===== src/hw/xpd_pkg.sv =====
// Package for the internal peripheral bus enable and address steering block.
// Assumes a 32-bit APB slave port and a 24-bit CPU address on the same clock.
`default_nettype none
package xpd_pkg;

    // APB register byte offsets
    localparam logic [11:0] OFF_PERIPH_SELECT = 12'h000;
    localparam logic [11:0] OFF_SYSTEM_CONFIG = 12'h004;
    localparam logic [11:0] OFF_TK_CONTROL    = 12'h008;
    localparam logic [11:0] OFF_STATUS        = 12'h00C;

    // Peripheral select field positions
    localparam int SEL_FIRST_CAN  = 0;
    localparam int SEL_SECOND_CAN = 1;
    localparam int SEL_SMALL_RAM  = 2;
    localparam int SEL_LARGE_RAM  = 3;
    localparam int SEL_TIMEKEEPER = 4;
    localparam int SEL_WIDTH      = 5;

    // Other field positions
    localparam int SYSCFG_GLOBAL_EN  = 2;
    localparam int TKCTL_OSC_OFF_SEL = 0;
    localparam int STAT_GLOBAL_EN    = 5;
    localparam int STAT_EMULATION    = 6;
    localparam int STAT_PINS         = 7;
    localparam int STAT_OSC_STOP     = 11;

    // Values after reset and in emulation
    localparam logic [4:0] SELECT_RESET   = 5'h05;
    localparam logic [4:0] SELECT_ALL_ON  = 5'h1F;
    localparam logic       GLOBAL_RESET   = 1'h0;
    localparam logic       OSC_SEL_RESET  = 1'h0;

    // Address windows, index order: large RAM, small RAM, second CAN, first CAN
    localparam int WIN_LARGE_RAM  = 0;
    localparam int WIN_SMALL_RAM  = 1;
    localparam int WIN_SECOND_CAN = 2;
    localparam int WIN_FIRST_CAN  = 3;
    localparam int WIN_COUNT      = 4;
    localparam logic [23:0] WIN_BASE [WIN_COUNT] = '{24'h00C000, 24'h00E000,
                                                     24'h00EE00, 24'h00EF00};
    localparam logic [23:0] WIN_LAST [WIN_COUNT] = '{24'h00DFFF, 24'h00E7FF,
                                                     24'h00EEFF, 24'h00EFFF};

    // Where one CPU access is steered
    typedef enum logic [5:0] {
        ROUTE_NONE       = 6'h01,
        ROUTE_EXTERNAL   = 6'h02,
        ROUTE_SMALL_RAM  = 6'h04,
        ROUTE_LARGE_RAM  = 6'h08,
        ROUTE_FIRST_CAN  = 6'h10,
        ROUTE_SECOND_CAN = 6'h20
    } xpd_route_type;

    // Port 4 pins freed for general-purpose use
    typedef struct packed {
        logic p4_7;
        logic p4_6;
        logic p4_5;
        logic p4_4;
    } xpd_pins_type;

endpackage
`default_nettype wire


===== src/hw/xpd_window.sv =====
// Address window comparator for one internal peripheral.
// Assumes an address stable in the cycle it is compared.
`timescale 1ns/1ns
`default_nettype none
module xpd_window #(
    parameter logic [23:0] BASE = 24'h000000,
    parameter logic [23:0] LAST = 24'h000000
) (
    input  wire logic [23:0] addr,
    output logic             hit
);
    // Inclusive range check
    assign hit = (addr >= BASE) && (addr <= LAST);
endmodule
`default_nettype wire


===== src/hw/xpd_decode.sv =====
// Internal peripheral bus enable register and address steering.
// Assumes an APB master on clk, CPU access requests on clk, and an asynchronous
// emulation strap pin that is synchronised here.
// Functional notes
// With both CAN enables clear, the whole combined CAN window goes external.
// Second CAN off frees P4.4 and P4.7; first CAN off frees P4.5 and P4.6.
// Reset selects first CAN and small RAM on, second CAN and large RAM off.
// Once the global enable is set, writes to the peripheral select are ignored.
// In emulation every peripheral is enabled and the select reads all ones.
// With the timekeeper disabled, power-down stops the clock oscillator.
// With the timekeeper enabled, the off-select bit decides the oscillator.
// Large RAM answers its window only with global and own enable set.
// First CAN occupies its window only with global and own enable set.
// Second CAN occupies its window only with global and own enable set.
// Small RAM enable clear sends its window external, set with global enable serves it inside.
//
// Decided for this implementation: the APB interface to the registers and the register offsets.
`timescale 1ns/1ns
`default_nettype none
module xpd_decode (
    input  wire logic                  clk,
    input  wire logic                  rst_n,
    input  wire logic                  psel,
    input  wire logic                  penable,
    input  wire logic                  pwrite,
    input  wire logic [11:0]           paddr,
    input  wire logic [31:0]           pwdata,
    output logic                       pready,
    output logic [31:0]                prdata,
    output logic                       pslverr,
    input  wire logic                  emulation_pin,
    input  wire logic                  power_down,
    input  wire logic                  cpu_req,
    input  wire logic [23:0]           cpu_addr,
    output var xpd_pkg::xpd_route_type route,
    output var xpd_pkg::xpd_pins_type  pins_free,
    output logic                       osc_stop
);

    // Register state
    logic [4:0]  select;
    logic        global_en;
    logic        osc_off_select;
    logic [4:0]  next_select;
    logic        next_global_en;
    logic        next_osc_off_select;
    logic        next_pready;
    logic [31:0] next_prdata;
    logic        next_pslverr;

    // Steering state
    xpd_pkg::xpd_route_type next_route;
    xpd_pkg::xpd_pins_type  next_pins_free;
    logic                   next_osc_stop;

    // Emulation strap synchroniser
    logic emu_meta;
    logic emu_sync;

    // Effective enables
    logic [4:0] eff_select;
    logic       large_on;
    logic       small_on;
    logic       first_can_module_on;
    logic       second_can_module_on;
    logic       tk_on;
    logic [xpd_pkg::WIN_COUNT-1:0] win_hit;

    // Bus handshake terms
    logic setup_phase;
    logic write_go;

    // Two stages before anything reads the emulation pin
    always_ff @(posedge clk) begin
        if (!rst_n) begin
            emu_meta <= 1'h0;
            emu_sync <= 1'h0;
        end else begin
            emu_meta <= emulation_pin;
            emu_sync <= emu_meta;
        end
    end

    // Emulation overrides the stored select
    always_comb begin
        eff_select = emu_sync ? xpd_pkg::SELECT_ALL_ON : select;
        large_on   = global_en && eff_select[xpd_pkg::SEL_LARGE_RAM];
        small_on   = global_en && eff_select[xpd_pkg::SEL_SMALL_RAM];
        first_can_module_on    = global_en && eff_select[xpd_pkg::SEL_FIRST_CAN];
        second_can_module_on    = global_en && eff_select[xpd_pkg::SEL_SECOND_CAN];
        tk_on      = eff_select[xpd_pkg::SEL_TIMEKEEPER];
    end

    // One comparator per peripheral window
    generate
        for (genvar w = 0; w < xpd_pkg::WIN_COUNT; w++) begin : g_win
            xpd_window #(
                .BASE (xpd_pkg::WIN_BASE[w]),
                .LAST (xpd_pkg::WIN_LAST[w])
            ) u_win (
                .addr (cpu_addr),
                .hit  (win_hit[w])
            );
        end
    endgenerate

    // Answer one cycle after setup, so every access has one access cycle
    assign setup_phase = psel && !penable;
    assign write_go    = psel && penable && pready && pwrite;

    // Register file next values
    always_comb begin
        next_select         = select;
        next_global_en      = global_en;
        next_osc_off_select = osc_off_select;
        next_pready         = setup_phase;
        next_prdata         = 32'h00000000;
        next_pslverr        = 1'h0;
        if (write_go) begin
            unique case (paddr)
                xpd_pkg::OFF_PERIPH_SELECT: begin
                    // Frozen after the global enable, so a stray write cannot
                    // move a live peripheral window
                    if (!global_en) begin
                        next_select = pwdata[4:0];
                    end
                end
                xpd_pkg::OFF_SYSTEM_CONFIG: begin
                    next_global_en = pwdata[xpd_pkg::SYSCFG_GLOBAL_EN];
                end
                xpd_pkg::OFF_TK_CONTROL: begin
                    next_osc_off_select = pwdata[xpd_pkg::TKCTL_OSC_OFF_SEL];
                end
                default: begin
                    next_select = select; // Status and unmapped: no effect
                end
            endcase
        end
        if (setup_phase) begin
            unique case (paddr)
                xpd_pkg::OFF_PERIPH_SELECT: begin
                    next_prdata[4:0] = eff_select;
                end
                xpd_pkg::OFF_SYSTEM_CONFIG: begin
                    next_prdata[xpd_pkg::SYSCFG_GLOBAL_EN] = global_en;
                end
                xpd_pkg::OFF_TK_CONTROL: begin
                    next_prdata[xpd_pkg::TKCTL_OSC_OFF_SEL] = osc_off_select;
                end
                xpd_pkg::OFF_STATUS: begin
                    next_prdata[4:0]                        = eff_select;
                    next_prdata[xpd_pkg::STAT_GLOBAL_EN]    = global_en;
                    next_prdata[xpd_pkg::STAT_EMULATION]    = emu_sync;
                    next_prdata[xpd_pkg::STAT_PINS +: 4]    = pins_free;
                    next_prdata[xpd_pkg::STAT_OSC_STOP]     = osc_stop;
                end
                default: begin
                    next_pslverr = 1'h1; // Unmapped address
                end
            endcase
        end
    end

    // Register file storage
    always_ff @(posedge clk) begin
        if (!rst_n) begin
            select         <= xpd_pkg::SELECT_RESET;
            global_en      <= xpd_pkg::GLOBAL_RESET;
            osc_off_select <= xpd_pkg::OSC_SEL_RESET;
            pready         <= 1'h0;
            prdata         <= 32'h00000000;
            pslverr        <= 1'h0;
        end else begin
            select         <= next_select;
            global_en      <= next_global_en;
            osc_off_select <= next_osc_off_select;
            pready         <= next_pready;
            prdata         <= next_prdata;
            pslverr        <= next_pslverr;
        end
    end

    // Steering, pin release and oscillator control next values
    always_comb begin
        next_route = xpd_pkg::ROUTE_NONE;
        if (cpu_req) begin
            if (win_hit[xpd_pkg::WIN_LARGE_RAM]) begin
                next_route = large_on ? xpd_pkg::ROUTE_LARGE_RAM
                                      : xpd_pkg::ROUTE_EXTERNAL;
            end else if (win_hit[xpd_pkg::WIN_SMALL_RAM]) begin
                next_route = small_on ? xpd_pkg::ROUTE_SMALL_RAM
                                      : xpd_pkg::ROUTE_EXTERNAL;
            end else if (win_hit[xpd_pkg::WIN_FIRST_CAN] ||
                         win_hit[xpd_pkg::WIN_SECOND_CAN]) begin
                // One CAN off alone leaves its window dead, not external
                if (!first_can_module_on && !second_can_module_on) begin
                    next_route = xpd_pkg::ROUTE_EXTERNAL;
                end else if (win_hit[xpd_pkg::WIN_FIRST_CAN] && first_can_module_on) begin
                    next_route = xpd_pkg::ROUTE_FIRST_CAN;
                end else if (win_hit[xpd_pkg::WIN_SECOND_CAN] && second_can_module_on) begin
                    next_route = xpd_pkg::ROUTE_SECOND_CAN;
                end else begin
                    next_route = xpd_pkg::ROUTE_NONE;
                end
            end else begin
                next_route = xpd_pkg::ROUTE_NONE;
            end
        end
        // Pins stay with a CAN only while it is live
        next_pins_free.p4_4 = !second_can_module_on;
        next_pins_free.p4_7 = !second_can_module_on;
        next_pins_free.p4_5 = !first_can_module_on;
        next_pins_free.p4_6 = !first_can_module_on;
        // Default stop in power-down unless the timekeeper needs the oscillator
        if (!power_down) begin
            next_osc_stop = 1'h0;
        end else if (!tk_on) begin
            next_osc_stop = 1'h1;
        end else begin
            next_osc_stop = osc_off_select;
        end
    end

    // Steering storage
    always_ff @(posedge clk) begin
        if (!rst_n) begin
            route     <= xpd_pkg::ROUTE_NONE;
            pins_free <= 4'hF;
            osc_stop  <= 1'h0;
        end else begin
            route     <= next_route;
            pins_free <= next_pins_free;
            osc_stop  <= next_osc_stop;
        end
    end
endmodule
`default_nettype wire


===== config.mk =====
export PLATFORM = sky130hd
export DESIGN_NAME = xpd_decode
export DESIGN_NICKNAME = d
export VERILOG_FILES = /design/src/hw/xpd_pkg.sv /design/src/hw/xpd_window.sv /design/src/hw/xpd_decode.sv
export SDC_FILE = /design/constraint.sdc
export NUM_CORES = 1
export LEC_CHECK = 0
export CORE_MARGIN = 4
export CORE_UTILIZATION = 30
export CTS_CLUSTER_DIAMETER = 40
export DETAILED_ROUTE_END_ITERATION = 7
export DONT_BUFFER_PORTS = 1
export SLEW_MARGIN = 30
export SYNTH_ARGS = -nofsm -noshare
export SYNTH_HDL_FRONTEND = slang
export SYNTH_SLANG_ARGS = --single-unit

===== constraint.sdc =====
create_clock -name clk -period 5.4 [get_ports clk]
set_input_delay 1.08 -clock clk [delete_from_list [all_inputs] [get_ports clk]]
set_output_delay 1.08 -clock clk [all_outputs]
set_load 0.01 [all_outputs]

# [Word level (Yosys, flattened, before mapping)]
# Index checks and enable logic that the tools add are counted.
[word_totals] regBits=52 input_bits=76 output_inout_bits=45 elab_cells=70
[op_classes] n_lt_le_gt_ge=8 n_eq_ne=3 n_mux=13 bitwise=1 reduce_logical=30
[op_table] cell=">= comparator 24 x 16 -> 1 bit (second input constant)" n=4
[op_table] cell="less-or-equal comparator 24 x 16 -> 1 bit (second input constant)" n=4
[op_table] cell="2-to-1 mux 6 bit" n=6
[op_table] cell="equality test 12 x 4 -> 1 bit (second input constant)" n=2
[op_table] cell="logical AND 1 bit" n=15
[op_table] cell="equality test 12 x 3 -> 1 bit (second input constant)" n=1
[op_table] cell="zero test 12 bit" n=1
[op_table] cell="AND reduction 2 bit" n=5
[op_table] cell="AND reduction 3 bit" n=3
[op_table] cell="2-to-1 mux 5 bit" n=1
[op_table] cell="2-to-1 mux 4 bit" n=1
[op_table] cell="one-hot mux 1 bit (2 select lines)" n=2
[op_table] cell="OR reduction 4 bit" n=1
[op_table] cell="zero test 1 bit" n=3
[op_table] cell="2-to-1 mux 3 bit" n=1
[op_table] cell="2-to-1 mux 1 bit" n=2
[op_table] cell="OR reduction 2 bit" n=1
[op_table] cell="logical OR 1 bit" n=1
[op_table] cell="inverter 1 bit" n=1

# [Longest topological paths before layout]
# Gate-level depths: netlist of run 1.
[depth] word_depth=9 depth_mapped=5 ltp_nobuf=4

# [Cells and area by module]
# Synthesis of run 1 repeated with hierarchy kept, for this count alone.
[hier_totals] cells_unflattened=168 hier_area_um2=1550.2
[modules_own_cells] module="xpd_decode" instances=1 cells_per_inst=144 area_each_um2=1356.3 seq_area_each_um2=600.6
[modules_own_cells] module="xpd_window (g_win[2].u_win)" instances=1 cells_per_inst=10 area_each_um2=71.3 seq_area_each_um2=0.0
[modules_own_cells] module="xpd_window (g_win[3].u_win)" instances=1 cells_per_inst=5 area_each_um2=51.3 seq_area_each_um2=0.0
[modules_own_cells] module="xpd_window (g_win[1].u_win)" instances=1 cells_per_inst=5 area_each_um2=42.5 seq_area_each_um2=0.0
[modules_own_cells] module="xpd_window (g_win[0].u_win)" instances=1 cells_per_inst=4 area_each_um2=28.8 seq_area_each_um2=0.0

# [Worst setup path after synthesis of run 1]
# OpenSTA, ideal clock, no wires.
[synth_timing] kind="input to register" start="in paddr[1]" end="reg global_en" setup_time_ns=0.119 t_arrival_ns=2.320 required_ns=5.281 slack_ns=2.960 path_stages=4 path_buffers=0 path_cell_list="or4_4 -> or4_4 -> o21ai_1 -> a21oi_1"
[synth_between] elab_chain_len=2
[synth_lines] item="start: declaration" line_no="xpd_decode.sv:26" rtl="input wire logic [11:0] paddr,"
[synth_lines] item="equality test 12 x 3 -> 1 bit" line_no="xpd_decode.sv:120" rtl="unique case (paddr)"
[synth_lines] item="AND reduction 2 bit (no source line)"
[synth_lines] item="end signal: assignment" line_no="xpd_decode.sv:168" rtl="global_en <= xpd_pkg::GLOBAL_RESET;"
[synth_lines] item="end signal: assignment" line_no="xpd_decode.sv:175" rtl="global_en <= next_global_en;"
[synth_lines] item="end: declaration" line_no="xpd_decode.sv:42" rtl="logic global_en;"
# No other way between the ends.
# A chain may end at the register's enable or synchronous reset.

# [Worst setup path in the final report of run 1]
[layout_timing] start="in paddr[1]" end="reg prdata[6]"
[layout_between] elab_chain_len=2
[layout_lines] item="equality test 12 x 4 -> 1 bit" line_no="xpd_decode.sv:140" rtl="unique case (paddr)"
[layout_lines] item="AND reduction 3 bit (no source line)"
[layout_lines] item="end signal: assignment" line_no="xpd_decode.sv:178" rtl="prdata <= next_prdata;"
[layout_lines] item="end: declaration" line_no="xpd_decode.sv:29" rtl="output logic [31:0] prdata,"
# No other way between the ends.

==> impl_metrics.ini, run 1 <==
[run_status]
run_status = complete, no violations

[final_layout]
post_layout_inst_area_um2 = 1410
diodes = 0
layout.nets = 231
layout.core_utilization = 0.322
area_growth_syn_to_layout_pct = 3.10
n_fill_cell = 477
finish.cell_count_without_fillers = 208
layout-drive-gt1-share = 0.0962

[logic_synthesis]
ys.flop_type = dfxtp_1
post_synth_most_frequent_cells = 30 x dfxtp_1, 25 x buf_4, 13 x nand2_1, 13 x nor2_1, 8 x and2_1
post-synth-top-count-cell = dfxtp_1
post_synth_instance_area_um2 = 1370
count_of_warnings_emitted_by_yosys = 0
synth_top_cell_by_area = dfxtp_1
synth-async-reset-ratio = 0
post-synth-top-area-fraction = 0.438
synth_sequential_area_ratio = 0.438
synth-seq-cells = 30
number_of_synthesized_flops_with_an_enable_pin = 0
syn-mean-instance-area_um2 = 8.67
post_synth_main_area_contributors = dfxtp_1 44%, buf_4 14%, and2_1 3.7%
postSynthCellCount = 158
post_synth_num_cell_types = 29

[floorplanning]
num_rows = 24
ios = 121
die_h_um = 75.6
initial_utilization = 0.312
total_die_area_um2 = 5710
die_w_um = 75.6
coreArea_um2 = 4380

[power]
p_int_uw = 363
power.ir.vdd_worst_mv = 0.0966
p_switching_uw = 94.1
p_total_uw = 457
power.sequential.fraction = 0.492
power.share.combinational = 0.037
share_clk_of_total_power = 0.471
p_sw_frac = 0.206
p_leak_nw = 0.548
power.density_cell_area_nw_per_um2 = 324

[routing]
route.detailed.vias_per_inst = 4.72
dr.first_iter.drc_count = 30
detail_route.drc_violations = 0
routed-via-count = 982
detailedRoute.firstPassIterationCount = 3
ant_nets = 0
drt-total-wl_um = 2980
detail_route.wl_per_cell_um = 14.3

[timing]
finalClockSkew_ns = 0.00631
final_setup_violation_count = 0
totalNegativeSetupSlack_ns = 0
min_period_over_period = 0.413
final.min_clock_period_ns = 2.23
setup_ws_ns = 3.17
rsz0062_at_grt = false
maximum_clock_frequency_mhz = 448
slew_viol_final = 0
hold_viol = 0
timing.hold.ws_ns = 0.433

[cts]
worst_setup_hold_path_clk_slew_ns = 0.06
clock-root-buffer = clkbuf_8
num_cts_buffers = 5
number_of_h_tree_branching_levels = 2
clock_latency_ns = 0.27
cts_repair_resize_count = 0
cts-hold-fix-buffers = 0
tritoncts_clock_tree = built
post_cts_setup_buffer_count = 0
clock_sinks = 30
cts-root-to-sink-buffers = 2

[grt]
grt_antenna_before_repair = 0
first_global_vias = 910
track_usage = 0.103
busiest_grt_layer = met2
grt_first_pass_wirelength_um = 4280
globalRouteMet3Util = 0.0515
globalRouteMet2Util = 0.155
maximum_number_of_pins_on_one_net_before_global_route_repair = 17
grt_remaining_overflow = 0
grtUsageMet1 = 0.117

[worst_hold_path]
timing.hold.worst.class = flop to flop
worst_hold_path.num_cells = 1

[run]
drv.max_cap_violation_count = 0

[worst_setup_path]
setup.reg_to_reg.worst_slack_ns = 3.92
worst_ep_required_time_ns = 5.62
worstPathArrival_ns = 2.45
cp_slowest_stage_delay_ns = 0.54
cp_endpoint_kind = flop
worstRegToRegCells = 4
path_cells = or4_4 -> nor4_1 -> and3_1 -> and2_1
critPathLaunchType = primary input
largest_fanout_on_the_critical_path = 5
timing.setup.critical_path_class = primary input to flop
critPathSlowestCell = or4_4

[place]
placement.io_buffers = 0
count_of_placed_standard_cells_including_taps = 200
globalplace.congestion = 0.682
dp_hpwl_um = 2420
placement.setup.worst_slack_ns = 2.87
postPlaceCellArea_um2 = 1300
cells by family after synthesis:
family | count (synthesis) | synth area share
AO/OA/AOI/OAI | 21 | 0.0968
buffers and inverters | 36 | 0.167
flip-flops | 30 | 0.438
multiplexers | 3 | 0.0219
other | 1 | 0.00274
AND/OR/NAND/NOR | 67 | 0.273
area by class of cell:
type / instances / area [µm²] / share of cell area
clock buffers: 5 / 68.8 / 0.0487
flip-flops and latches: 30 / 601 / 0.425
multi-input cells: 111 / 612 / 0.433
inverters: 7 / 26.3 / 0.0186
well taps: 52 / 65.1 / 0.0461
clock inverters: 3 / 40.0 / 0.0283
layout by cell type (no fill, tap or decap), drive strengths merged, types with 2 or more instances in the layout:
cell type / netlist / final
dfxtp: 30 / 30
conb: 1 / 20
nand2: 13 / 13
nor2: 13 / 13
and2: 8 / 8
inv: 7 / 7
o21ai: 7 / 7
a21oi: 6 / 6
nor4: 5 / 5
nand4: 5 / 5
nand3: 5 / 5
clkbuf: 4 / 5
nor3: 4 / 4
or4: 3 / 3
mux2i: 3 / 3
o21a: 3 / 3
nor2b: 3 / 3
nor4b: 3 / 3
and3: 2 / 2
o211ai: 2 / 2
clkinv: 0 / 2
metal layers:
metal	up-vias	wire length [µm]
li1	490	-
met1	439	1110
met3	5	392
met4	0	53
met2	48	1420
met5	-	0
path summary, 6_finish.rpt:
check | start | end
max reg2reg | pready | select[3]
min | emu_meta | emu_sync
min reg2reg | emu_meta | emu_sync
max | paddr[1] | prdata[6]
power groups by stage:
stage	Combinational, mW	Clock [mW]	Sequential (mW)
finish	0.0170	0.216	0.225
global route	0.0191	0.235	0.225
CTS	0.0167	0.223	0.225
detailed placement	0.0166	0	0.230
global placement	0.0161	0	0.230
floorplan	0.0278	0	0.229
flip-flops by register name, summed over array words and instances, names as in the netlist:
| register | flops |
|---|---|
| emu_meta | 1 |
| emu_sync | 1 |
| global_en | 1 |
| osc_off_select | 1 |
| osc_stop | 1 |
| pins_free | 2 |
| prdata | 10 |
| pready | 1 |
| pslverr | 1 |
| route | 6 |
| select | 5 |
worst max-delay path, delay by kind of cell:
family | cells | cell delay [ns]
AND/OR/NAND/NOR | 4 | 1.36
No activity file was read; power rests on OpenSTA's default activity.
==> inputs of run 2 (changes only) <==
clock period = 2.1 ns   (was 5.4 ns; I/O delays follow)
==> run 2 against run 1 <==
Hold slack got worse by 0.22 ns. Clock power grew to 3.3 times the previous value. Combinational power rose to 2.5 times the previous value. Largest cell class unchanged. Clock skew up 0.0048 ns. Sequential cell count stayed put. Via count decreased by 1.6%. Total power rose to 2.9 times the previous value. Non-clock buffer count rose by 1. Clock-buffer cell count is 1 higher. Cell count up 0.48%. Sequential share of layout area down 1.2 points.
==> impl_metrics.ini, run 2 (same netlist as run 1, synthesis figures left out) <==
[timing]
totalNegativeSetupSlack_ns = 0
maximum_clock_frequency_mhz = 621
finalClockSkew_ns = 0.0112
final_setup_violation_count = 0
hold_viol = 0
final.min_clock_period_ns = 1.61
slew_viol_final = 0
timing.hold.ws_ns = 0.211
min_period_over_period = 0.767
rsz0062_at_grt = false

[routing]
route.detailed.vias_per_inst = 4.62
detail_route.wl_per_cell_um = 14.2
routed-via-count = 966
detailedRoute.firstPassIterationCount = 4
dr.first_iter.drc_count = 74
detail_route.drc_violations = 0
drt-total-wl_um = 2960
ant_nets = 0

[final_layout]
layout-drive-gt1-share = 0.102
layout.core_utilization = 0.332
mostFrequentLayoutCell = dfxtp_1
finish.cell_count_without_fillers = 209
area_growth_syn_to_layout_pct = 6.12
diodes = 0
layout_top_registers = prdata: 10 flops, route: 6 flops, select: 5 flops
post_layout_inst_area_um2 = 1450
area_used_by_multi_input_combinational_logic_um2 = 612
largest_reg_flops = 10
largest-register = prdata
regArea_um2 = 601
layout.nets = 232
n_fill_cell = 463
layout.cells.most_common_list = 30 x dfxtp_1, 20 x conb_1, 13 x nand2_1, 13 x nor2_1, 8 x and2_1

[floorplanning]
die_w_um = 75.6
ios = 121
initial_utilization = 0.312
num_rows = 24
die_h_um = 75.6
total_die_area_um2 = 5710
coreArea_um2 = 4380

[grt]
first_global_vias = 936
maximum_number_of_pins_on_one_net_before_global_route_repair = 17
grt_remaining_overflow = 0
grt_antenna_before_repair = 0
track_usage = 0.104
grt_first_pass_wirelength_um = 4350

[power]
p_leak_nw = 0.567
power.ir.vdd_worst_mv = 0.232
power.density_cell_area_nw_per_um2 = 923

[cts]
clock_sinks = 30
tritoncts_clock_tree = built
clock-root-buffer = clkbuf_8
number_of_h_tree_branching_levels = 2
post_cts_setup_buffer_count = 0
num_cts_buffers = 5
cts_repair_resize_count = 0
clock_latency_ns = 0.28
worst_setup_hold_path_clk_slew_ns = 0.06
cts-root-to-sink-buffers = 2
cts-hold-fix-buffers = 0

[place]
globalplace.congestion = 0.667
dp_hpwl_um = 2420
placement.io_buffers = 0
postPlaceCellArea_um2 = 1310
count_of_placed_standard_cells_including_taps = 201

[worst_setup_path]
worstPathArrival_ns = 1.83
largest_fanout_on_the_critical_path = 5
worst_ep_required_time_ns = 2.32
timing.setup.critical_path_class = primary input to flop
critPathLaunchType = primary input
cp_endpoint_kind = flop

[run]
drv.max_cap_violation_count = 0

[run_status]
run_status = complete, no violations

[worst_hold_path]
timing.hold.worst.class = primary input to flop
## run 2: changes by cell type in the layout (fill, tap and decap cells not counted), sizes merged
cell / change
bufinv: +1
buf: +1
clkbuf: +1
clkinv: -2
## run 2: metal layers
metal,track usage,share of wire,vias up
met4,0.0660,0.026,0
li1,-,-,497
met3,0.0594,0.14,7
met5,0,0,-
met1,0.114,0.37,409
met2,0.152,0.46,53
## run 2: final cells by class
cell class	count	area share
multi-input combinational	111	0.421
tap	52	0.0448
timing repair buffer	1	0.00516
clock inverter	2	0.0413
clock buffer	6	0.0568
sequential	30	0.413
inverter	7	0.0181
## run 2: path summary, 6_finish.rpt
path / from / to / slack (ns) / cells past startpoint
setup reg to reg: pready / select[1] / 0.62 / 4
setup / recovery: paddr[1] / prdata[6] / 0.49 / 4
hold reg to reg: emu_meta / emu_sync / 0.43 / 1
hold / removal: rst_n / pins_free[0] / 0.21 / 1
## run 2: power breakdown
| part | switching, mW | internal [mW] |
|---|---|---|
| Clock | 0.215 | 0.506 |
| Combinational | 0.0310 | 0.0122 |
| Sequential | 0.00481 | 0.573 |
| Total | 0.251 | 1.09 |
## run 2: metrics by stage
stage | worst slack [ns] | total power, mW
after detailed placement | 0.208 | 0.634
after global placement | 0.215 | 0.633
final | 0.490 | 1.34
after floorplan | 0.320 | 0.660
after global routing | 0.343 | 1.39
after CTS | 0.497 | 1.36
## run 2: critical path, cell delays in order
cell and delay [ns]:
or4_4 0.55, nor4_1 0.41, and3_1 0.31, and2_1 0.15
==> inputs of run 3 (changes only) <==
clock period = 1.49 ns   (was 2.1 ns; I/O delays follow)
==> run 3 against run 2 <==
Clock skew down 0.0037 ns. Hold slack worse by 0.12 ns. Non-clock buffer count grew 7. Cell count up 3.3%. Total power up 15%. Core utilization up 0.29 points. Critical path depth did not move. Sequential power up 41%. Clock-buffer cell count unchanged. Critical path type unchanged. Critical endpoint is now osc_off_select. Highest routed layer unchanged.
==> impl_metrics.ini, run 3 (same netlist as run 1, synthesis figures left out) <==
[worst_setup_path]
worst_r2r_endpoint = route[1]
worstPathArrival_ns = 1.59
cp_endpoint_kind = flop
setup.reg_to_reg.worst_slack_ns = 0.20
largest_fanout_on_the_critical_path = 4
worstRegToRegCells = 4
r2r_start = emu_sync
timing.setup.critical_path_class = primary input to flop
critPathLaunchType = primary input
worst_ep_required_time_ns = 1.66

[timing]
final.min_clock_period_ns = 1.42
setup_ws_ns = 0.0697
totalNegativeSetupSlack_ns = 0
final_setup_violation_count = 0
finalClockSkew_ns = 0.00747
min_period_over_period = 0.953
rsz0062_at_grt = false
maximum_clock_frequency_mhz = 704
hold_viol = 0
slew_viol_final = 0

[worst_hold_path]
worst_hold_path.endpoint = pins_free[0]
timing.hold.worst.class = primary input to flop
worst_hold_path.num_cells = 1
worst_hold_startpoint = rst_n

[cts]
clock_sinks = 30
num_cts_buffers = 5
tritoncts_clock_tree = built
clock-root-buffer = clkbuf_8
worst_setup_hold_path_clk_slew_ns = 0.06
cts-root-to-sink-buffers = 2
clock_latency_ns = 0.28
cts_repair_resize_count = 0
cts-hold-fix-buffers = 0
number_of_h_tree_branching_levels = 2
post_cts_setup_buffer_count = 0

[grt]
maximum_number_of_pins_on_one_net_before_global_route_repair = 17
track_usage = 0.105
first_global_vias = 949
grt_first_pass_wirelength_um = 4400
grt_antenna_before_repair = 0
grt_remaining_overflow = 0

[routing]
drt-total-wl_um = 3020
detail_route.drc_violations = 0
ant_nets = 0
dr.first_iter.drc_count = 45
detailedRoute.firstPassIterationCount = 4
route.detailed.vias_per_inst = 4.72
routed-via-count = 1020
detail_route.wl_per_cell_um = 14.0

[floorplanning]
ios = 121
coreArea_um2 = 4380
initial_utilization = 0.312
total_die_area_um2 = 5710
die_h_um = 75.6
num_rows = 24
die_w_um = 75.6

[final_layout]
layout_top_registers = prdata: 10 flops, route: 6 flops, select: 5 flops
largest_reg_flops = 10
area_growth_syn_to_layout_pct = 7.03
layout.nets = 239
layout.cells.most_common_list = 30 x dfxtp_1, 20 x conb_1, 13 x nand2_1, 13 x nor2_1, 8 x buf_4
layout-drive-gt1-share = 0.152
mostFrequentLayoutCell = dfxtp_1
largest-register = prdata
diodes = 0

[run]
drv.max_cap_violation_count = 0

[place]
globalplace.congestion = 0.678
placement.io_buffers = 0
placement.setup.worst_slack_ns = -0.235

[run_status]
run_status = complete, no violations

[power]
power.ir.vdd_worst_mv = 0.271
power.density_cell_area_nw_per_um2 = 1050
p_total_mw = 1.54
p_leak_nw = 0.580
run 3: cell count changes in the layout (fill, tap and decap cells not counted):
cell	before	now
and2_1	8	7
clkinv_2	0	1
buf_4	1	8
nor4_1	5	4
and2_2	0	1
bufinv_16	2	0
nor4_2	0	1
clkinvlp_4	0	1
run 3: per-stage QoR:
| stage | std cells | hold slack, ns | utilization | instance area, µm² |
|---|---|---|---|---|
| 3_3_place_gp | 208 | 0.366 | 0.311 | 1360 |
| 2_1_floorplan | 177 | 0.375 | - | 1440 |
| 4_1_cts | 216 | 0.0843 | 0.333 | 1460 |
| 3_5_place_dp | 208 | 0.373 | 0.311 | 1360 |
| 6_report | 216 | 0.0955 | 0.334 | 1470 |
| 5_1_grt | 216 | 0.0827 | 0.334 | 1470 |
run 3: worst max-delay path: stages:
cell     delay (ns)
or4_4          0.55
or4_4          0.53
o21ai_1        0.13
a21oi_1        0.07
run 3: metal layers:
| layer | up-vias | GRT usage | routed length, µm |
|---|---|---|---|
| li1 | 510 | - | - |
| met1 | 449 | 0.118 | 1100 |
| met2 | 54 | 0.159 | 1460 |
| met3 | 7 | 0.0515 | 393 |
| met4 | 0 | 0.0602 | 67 |
| met5 | - | 0 | 0 |
run 3: area by class of cell:
cell class	instances	area, µm²
repair buffers	8	60.1
well taps	52	65.1
clock buffers	6	82.6
inverters	7	26.3
fillers	471	2920
multi-input cells	111	619
flip-flops and latches	30	601
clock inverters	2	12.5
run 3: how the worst max path moves through the flow:
| stage | cells after the start | start | endpoint |
|---|---|---|---|
| finish | 4 | paddr[1] | osc_off_select |
| floorplan | 4 | paddr[1] | global_en |
| global placement | 4 | paddr[1] | prdata[5] |
| CTS | 4 | paddr[1] | prdata[9] |
| detailed placement | 4 | paddr[1] | prdata[6] |
| global route | 4 | paddr[1] | global_en |
run 3: power by group:
group | switching (mW) | leakage (nW) | internal, mW
clock | 0.294 | 0.0472 | 0.370
sequential | 0.00514 | 0.243 | 0.808
combinational | 0.0469 | 0.290 | 0.0200
total | 0.346 | 0.580 | 1.20
